`config.mk`:
```
export PLATFORM = sky130hd
export DESIGN_NAME = comparator_control
export DESIGN_NICKNAME = d
export VERILOG_FILES = /design/src/rtl/cmp_ctrl_pkg.sv /design/src/rtl/comparator_control.sv
export VERILOG_INCLUDE_DIRS = /design/src /design/src/rtl
export SDC_FILE = /design/constraint.sdc
export NUM_CORES = 1
export LEC_CHECK = 0
export BUFFER_PORTS_ARGS = -buffer_cell sky130_fd_sc_hd__buf_2
export CORE_ASPECT_RATIO = 1.5
export CORE_MARGIN = 8
export CORE_UTILIZATION = 40
export CTS_CLUSTER_DIAMETER = 120
export DETAILED_ROUTE_END_ITERATION = 6
export PLACE_DENSITY = 0.67
export SLEW_MARGIN = 20
export SYNTH_ARGS = -nofsm -noshare
export SYNTH_HDL_FRONTEND = slang
export SYNTH_SLANG_ARGS = --single-unit
```
`constraint.sdc`:
```
create_clock -name clock -period 3.3 [get_ports clock]
set_input_delay 0.33 -clock clock [delete_from_list [all_inputs] [get_ports clock]]
set_output_delay 0.33 -clock clock [all_outputs]
set_load 0.1 [all_outputs]
```
`src/rtl/cmp_ctrl_map.svh`:
```
// register offsets, field positions and reset values of the comparator control
`ifndef CMP_CTRL_MAP_SVH
`define CMP_CTRL_MAP_SVH
`define ADDR_COMPARATOR_CONTROL 4'h0
`define ADDR_TIMER_LINK_CONTROL 4'h1
`define ADDR_PERIPHERAL_FLAG 4'h2
`define ADDR_PERIPHERAL_ENABLE 4'h3
`define ADDR_IRQ_CONTROL 4'h4
`define BIT_COMPARATOR_ON 7
`define BIT_COMPARATOR_RESULT 6
`define BIT_RESULT_PIN_ENABLE 5
`define BIT_RESULT_INVERT 4
`define BIT_NONINV_SOURCE 2
`define BIT_INV_CHANNEL 0
`define BIT_TIMER_GATE_SOURCE 1
`define BIT_RESULT_SYNC 0
`define BIT_CHANGE_FLAG 3
`define BIT_CHANGE_IRQ_ENABLE 3
`define BIT_GLOBAL_IRQ_ENABLE 7
`define BIT_PERIPHERAL_IRQ_ENABLE 6
`define CONTROL_WRITE_MASK 8'hB5
`define CONTROL_RESET 8'h00
`define TIMER_LINK_WRITE_MASK 8'h03
`define TIMER_LINK_RESET 8'h02
`define FLAG_WRITE_MASK 8'h08
`define IRQ_CONTROL_WRITE_MASK 8'hC0
`define QUARTER_COUNT 2'h3
`endif

```
`src/rtl/cmp_ctrl_pkg.sv`:
```
// types shared by the comparator control block
package cmp_ctrl_pkg;
	typedef enum logic [1:0] {quarter_one, quarter_two, quarter_three,
		quarter_four} quarter_e;
	typedef struct packed {
		logic [3:0] addr;
		logic [7:0] wdata;
		logic wr;
		logic rd;
	} reg_req_s;
	typedef struct packed {
		logic [7:0] control;
		logic [7:0] timer_link;
		logic change_flag;
		logic change_irq_enable;
		logic global_irq_enable;
		logic peripheral_irq_enable;
		quarter_e quarter;
		logic result;
		logic read_latch;
		logic sample_latch;
		logic mismatch_d;
		logic sync_result;
		logic timer_clk_d;
		logic [7:0] rdata;
		logic pin_out;
		logic pin_oe;
		logic irq;
		logic wake;
		logic timer_gate;
		logic inv_channel;
		logic noninv_source;
		logic analog_on;
	} state_s;
endpackage

```
`src/rtl/comparator_control.sv`:
```
// comparator control, output routing, change detect and timer gate
// Behaviour
// - comparator runs only while enable bit 7 is one
// - bit 0 picks inverting pin a (zero) or pin b (one)
// - bit 2 picks internal reference (one) or noninverting pin (zero)
// - bit 4 inverts the reported result
// - bit 6 is read-only registered result; pin is driven from the live value, not that result
// - pin driven whenever direction bit zero, whatever pin enable and comparator on
// - pin enable overrides port data latch regardless of comparator enable
// - internal result registered once per instruction cycle
// - read latch captures result on each control register read
// - sample latch takes result every quarter one; xor forms mismatch
// - mismatch holds until control read or result returns
// - control write also clears mismatch via internal read
// - change flag set on mismatch rising edge only
// - software clears flag writing zero, may set it writing one
// - irq needs all three enables; flag sets regardless
// - change coinciding with control read may miss the flag
// - enabled comparator keeps running in sleep
// - change wakes device when change and peripheral enables set
// - reset returns control register to off state
// - gate source zero lets result gate the timer
// - port reads return zero on analog-selected pins
// - sync latches result on falling edge of prescaled timer clock
`include "cmp_ctrl_map.svh"
`timescale 1ns/1ps
`default_nettype none
module comparator_control
	import cmp_ctrl_pkg::*;
#(
	parameter int PORT_WIDTH = 6
)(
	input wire logic clock,
	input wire logic srst,
	input wire reg_req_s req,
	output logic [7:0] rdata,
	input wire logic analog_compare,
	input wire logic pin_direction_bit,
	input wire logic port_data_latch,
	input wire logic timer_clock,
	input wire logic timer_running,
	input wire logic timer_gate_enable,
	input wire logic [PORT_WIDTH-1:0] port_pins,
	input wire logic [PORT_WIDTH-1:0] analog_select_reg,
	input wire logic port_read,
	output logic [PORT_WIDTH-1:0] port_rdata,
	output logic pin_out,
	output logic pin_oe,
	output logic irq,
	output logic wake,
	output logic timer_gate,
	output logic inv_channel_select,
	output logic noninv_source_select,
	output logic comparator_on
);
	state_s s;
	state_s next_s;
	logic [PORT_WIDTH-1:0] port_q;
	logic polar;
	logic live;
	logic ctrl_read;
	logic [7:0] wmask;

	// masked register write keeping read-only bits
	function automatic logic [7:0] merge(input logic [7:0] old,
		input logic [7:0] din, input logic [7:0] mask);
		merge = (old & ~mask) | (din & mask);
	endfunction

	// polarity-adjusted result, zero while comparator off
	assign polar = analog_compare ^ s.control[`BIT_RESULT_INVERT];
	assign live = s.control[`BIT_COMPARATOR_ON] & polar;
	// every control register write starts with an internal read of the control register
	assign ctrl_read = (req.rd | req.wr)
		&& req.addr == `ADDR_COMPARATOR_CONTROL;
	assign wmask = `CONTROL_WRITE_MASK;

	// next state
	always_comb
	begin
		logic mismatch;
		logic set_evt;
		mismatch = 1'b0;
		set_evt = 1'b0;
		next_s = s;
		next_s.quarter = quarter_e'(s.quarter + 2'h1);
		if (s.quarter == quarter_four)
		begin
			next_s.result = live;
		end
		if (s.quarter == quarter_one)
		begin
			next_s.sample_latch = s.result;
		end
		// a read at quarter one may race a change and miss the flag
		if (ctrl_read)
		begin
			next_s.read_latch = s.result;
		end
		mismatch = s.read_latch ^ s.sample_latch;
		next_s.mismatch_d = mismatch;
		set_evt = mismatch & ~s.mismatch_d;
		// falling edge of prescaled timer clock latches the result
		next_s.timer_clk_d = timer_clock;
		if (s.timer_clk_d & ~timer_clock)
		begin
			next_s.sync_result = s.result;
		end
		next_s.rdata = 8'h00;
		if (req.rd)
		begin
			case (req.addr)
				`ADDR_COMPARATOR_CONTROL:
				begin
					next_s.rdata = s.control;
					next_s.rdata[`BIT_COMPARATOR_RESULT] = s.result;
				end
				`ADDR_TIMER_LINK_CONTROL:
				begin
					next_s.rdata = s.timer_link;
				end
				`ADDR_PERIPHERAL_FLAG:
				begin
					next_s.rdata[`BIT_CHANGE_FLAG] = s.change_flag;
				end
				`ADDR_PERIPHERAL_ENABLE:
				begin
					next_s.rdata[`BIT_CHANGE_IRQ_ENABLE] = s.change_irq_enable;
				end
				`ADDR_IRQ_CONTROL:
				begin
					next_s.rdata[`BIT_GLOBAL_IRQ_ENABLE] = s.global_irq_enable;
					next_s.rdata[`BIT_PERIPHERAL_IRQ_ENABLE] =
						s.peripheral_irq_enable;
				end
				default:
				begin
					next_s.rdata = 8'h00;
				end
			endcase
		end
		if (req.wr)
		begin
			case (req.addr)
				`ADDR_COMPARATOR_CONTROL:
				begin
					next_s.control = merge(s.control, req.wdata, wmask);
				end
				`ADDR_TIMER_LINK_CONTROL:
				begin
					next_s.timer_link = merge(s.timer_link, req.wdata,
						`TIMER_LINK_WRITE_MASK);
				end
				`ADDR_PERIPHERAL_FLAG:
				begin
					next_s.change_flag = req.wdata[`BIT_CHANGE_FLAG];
				end
				`ADDR_PERIPHERAL_ENABLE:
				begin
					next_s.change_irq_enable = req.wdata[`BIT_CHANGE_IRQ_ENABLE];
				end
				`ADDR_IRQ_CONTROL:
				begin
					next_s.global_irq_enable = req.wdata[`BIT_GLOBAL_IRQ_ENABLE];
					next_s.peripheral_irq_enable =
						req.wdata[`BIT_PERIPHERAL_IRQ_ENABLE];
				end
				default:
				begin
					next_s.control = s.control;
				end
			endcase
		end
		// hardware set wins over a software clear in the same cycle
		if (set_evt)
		begin
			next_s.change_flag = 1'b1;
		end
		next_s.irq = next_s.change_flag & next_s.change_irq_enable
			& next_s.peripheral_irq_enable
			& next_s.global_irq_enable;
		next_s.wake = next_s.change_flag & next_s.change_irq_enable
			& next_s.peripheral_irq_enable;
		// pin enable overrides the port latch; on-bit gates only the value
		next_s.pin_oe = ~pin_direction_bit;
		next_s.pin_out = next_s.control[`BIT_RESULT_PIN_ENABLE]
			? live : port_data_latch;
		next_s.timer_gate = (~s.timer_link[`BIT_TIMER_GATE_SOURCE])
			& timer_running & timer_gate_enable
			& (s.timer_link[`BIT_RESULT_SYNC]
			? s.sync_result : s.result);
		next_s.inv_channel = next_s.control[`BIT_INV_CHANNEL];
		next_s.noninv_source = next_s.control[`BIT_NONINV_SOURCE];
		next_s.analog_on = next_s.control[`BIT_COMPARATOR_ON];
	end

	// state register; reset leaves comparator and reference off
	always_ff @(posedge clock)
	begin
		if (srst)
		begin
			s <= '0;
			s.control <= `CONTROL_RESET;
			s.timer_link <= `TIMER_LINK_RESET;
		end
		else
		begin
			s <= next_s;
		end
	end

	// port read path, analog pins read zero
	always_ff @(posedge clock)
	begin
		if (srst)
		begin
			port_q <= '0;
		end
		else if (port_read)
		begin
			port_q <= port_pins & ~analog_select_reg;
		end
		else
		begin
			port_q <= '0;
		end
	end

	assign port_rdata = port_q;
	assign rdata = s.rdata;
	assign pin_out = s.pin_out;
	assign pin_oe = s.pin_oe;
	assign irq = s.irq;
	assign wake = s.wake;
	assign timer_gate = s.timer_gate;
	assign inv_channel_select = s.inv_channel;
	assign noninv_source_select = s.noninv_source;
	assign comparator_on = s.analog_on;
endmodule
`default_nettype wire

```
==> impl_metrics.py <==
metrics = {
    "clocking": {
        "postCtsSetupBuffers": 0,
        "cts_buffer_depth": 2,
        "cts_htree_levels": 2,
        "cts_hold_buffers": 0,
        "cts_sinks": 38,
        "root_buffer": "clkbuf_8",
        "tritoncts": "done",
        "clkTransAtPathRegs_ns": 0.07,
        "clock_latency_ns": 0.28,
        "cts_buffers": 5,
        "cts_resized": 0,
    },
    "global_route": {
        "grt_use_total": 0.1077,
        "antenna_found_initial": 0,
        "overflow": 0,
        "grt_pass1_vias": 1180,
        "grt_pass1_wl_mm": 5.195,
        "grt_max_degree": 25,
    },
    "synth": {
        "synth_top_family_by_area": "simple AND/OR/NAND/NOR gates",
        "synthArstFlopShare": 0,
        "synth_edf_count": 0,
        "ys_warn_count": 0,
        "synth_compound_area_frac": 0.05702,
        "netlist_area_mm2": 0.001514,
        "syn_area_per_cell_um2": 9.831,
        "ys_seq_area_frac": 0.5025,
        "muxShareOfSynthArea": 0.1033,
        "synth_nets": 191,
        "synth_ff_type": "dfxtp_1",
        "synth-seq-cells": 38,
        "synth_cells": 154,
        "synth_simple_gate_area_frac": 0.2421,
        "synthXorXnorAreaFrac": 0.01157,
        "synthAdderAreaFrac": 0.01653,
        "synth.distinct_cells": 33,
    },
    "drt": {
        "avgViaCountPerCell": 4.923,
        "met2WireLength_mm": 1.709,
        "drt-met1-wl_mm": 1.229,
        "dr_wl_met3_um": 245,
        "vias": 1216,
        "drt_drc_violations_left": 0,
        "ant_nets": 0,
        "dr.pass1.iters": 4,
        "highest_layer": "met4",
        "drt-initial-drc-count": 31,
        "wl_per_cell_um": 13.00,
        "routed_wl_mm": 3.211,
    },
    "place": {
        "dpl_worst_slack_ns": 1.680,
        "place_hpwl_mm": 2.571,
        "gp_congestion": 0.7419,
        "portBuffers": 56,
    },
    "sta": {
        "finalSetupViolCount": 0,
        "relSlewSlack": 0.6697,
        "setup_tns_ns": 0,
        "finalMaxSlewViolations": 0,
        "rsz0062_at_grt": "false",
        "finClkSkew_ns": 0.003751,
        "whs_ns": 0.1959,
        "tightest_slew_ns": 0.4892,
        "finalHoldViolations": 0,
        "finalCriticalPeriod_ns": 1.498,
        "fin_crit_sh": 0.4538,
        "max_freq_ghz": 0.6677,
        "setup_ws_ns": 1.802,
    },
    "floorplan": {
        "chipHeight_um": 91.35,
        "std_cell_rows": 27,
        "fp.dieArea_mm2": 0.006050,
        "core_mm2": 0.003649,
        "initial_core_util": 0.4150,
        "ioPinCount": 57,
        "die_w_um": 66.23,
    },
    "setup_path": {
        "path_class": "flop to output port",
        "worstSetupEndpointType": "output port",
        "r2r_slack_ns": 1.97,
        "arrival_ns": 1.17,
        "path_cells": "buf_2",
        "crit_path_start_kind": "flop",
        "cp_max_fo": 5,
        "crit_family": "buffers and inverters",
        "critical-path-max-stage-delay_ns": 0.47,
        "critPathRequiredTime_ns": 2.97,
        "cp_num_buf_inv": 1,
        "slowest_stage": "buf_2",
    },
    "final_layout": {
        "drive_above_1_share": 0.3333,
        "diodes": 0,
        "nets": 241,
        "fin_util": 0.5147,
        "syn2layout_area_growth_pct": 24.05,
    },
    "job": {
        "cap_violations": 0,
    },
    "power": {
        "p_per_area_mw_per_mm2": 506.6,
        "vdd_ir_drop_max_mv": 0.3146,
        "p_leak_nw": 0.8774,
    },
    "worst_hold_path": {
        "hold_class": "primary input to flop",
    },
    "status": {
        "status": "completed",
    },
}
[final timing paths]
kind	startpoint	end	cells after the start
max	s[43]	comparator_on	1
min	pin_direction_bit	pin_oe	2
max reg2reg	s[19]	wake	4
min reg2reg	s[22]	s[22]	1
[worst register-to-register path, stage by stage (launching register included)]
cell      delay [ns]
dfxtp_1         0.32
xnor2_1         0.22
nor2_1          0.10
o311ai_0        0.45
nor4_1          0.10
[registers in the layout, summed over array words and instances, names as in the netlist]
name	cells
wake	1
port_rdata	6
irq	1
pin_out	1
pin_oe	1
rdata	8
s	19
timer_gate	1
[synth_stat cells, types with 2 or more instances]
library cell | n | area, µm²
nand2_1 | 16 | 60.06
dfxtp_1 | 38 | 760.7
buf_2 | 3 | 15.01
nor2_1 | 14 | 52.55
ha_1 | 2 | 25.02
nor2b_1 | 4 | 25.02
a21oi_1 | 9 | 45.04
nor3b_1 | 7 | 52.55
nand3_1 | 8 | 40.04
inv_1 | 5 | 18.77
buf_4 | 8 | 60.06
mux2i_1 | 13 | 130.1
nor3_1 | 2 | 10.01
nor4_1 | 3 | 18.77
and2_1 | 3 | 18.77
clkbuf_1 | 2 | 7.510
[cell usage in the layout, fill, tap and decap left out]
| cell type | count |
|---|---|
| mux2i_1 | 13 |
| inv_1 | 5 |
| bufinv_16 | 1 |
| clkbuf_8 | 6 |
| xnor2_1 | 1 |
| nand3_1 | 8 |
| nand2_1 | 16 |
| nor4b_1 | 1 |
| mux2_1 | 1 |
| nor3b_1 | 7 |
| a21oi_1 | 9 |
| a41o_1 | 1 |
| xor2_1 | 1 |
| a21o_1 | 1 |
| a21bo_1 | 1 |
| nor3_2 | 1 |
| o311ai_0 | 1 |
| nand3_2 | 1 |
| and2_1 | 3 |
| nor2b_1 | 4 |
| ha_1 | 2 |
| dfxtp_1 | 38 |
| nor4_4 | 1 |
| nor3_1 | 2 |
| and4bb_4 | 1 |
| o21ai_0 | 1 |
| nand2b_1 | 1 |
| buf_2 | 56 |
| nor4_1 | 3 |
| nand4b_1 | 1 |
| nand3b_1 | 1 |
| nor2_1 | 14 |
| mux2_4 | 1 |
[area by class of cell]
class,instances,area (µm²)
Timing Repair Buffer,56,280.3
Multi-Input combinational cell,98,651.9
Clock inverter,1,30.03
Fill cell,348,1770
Sequential cell,38,760.7
Inverter,5,18.77
Clock buffer,6,82.58
Tap cell,43,53.80
[routing by layer]
metal	global-route usage	up-vias
li1	-	614
met1	0.1048	568
met2	0.1892	32
met3	0.04797	2
met4	0.04293	0
met5	0	-
[stage by stage]
| step | total power, mW | instances | instance area (µm²) |
|---|---|---|---|
| 6_report | 0.9515 | 247 | 1878 |
| 5_1_grt | 0.9908 | 247 | 1878 |
| 4_1_cts | 0.9664 | 247 | 1878 |
| 3_5_place_dp | 0.5747 | 240 | 1765 |
| 3_3_place_gp | 0.5736 | 240 | 1765 |
| 2_1_floorplan | 0.5408 | 154 | 1514 |
[logic make-up after synthesis]
group | count (synthesis)
compound gates | 14
xor+xnor | 2
fa+ha+maj | 2
buf+inv | 18
flops | 38
mux | 15
simple gates | 65
[where the power goes]
part | internal (mW) | switching, mW | leakage (nW) | total [mW]
logic | 0.0314 | 0.0615 | 0.512 | 0.0929
clock network | 0.242 | 0.147 | 0.0573 | 0.388
registers | 0.466 | 0.00368 | 0.308 | 0.470
Power figures use the tool's default switching activity.
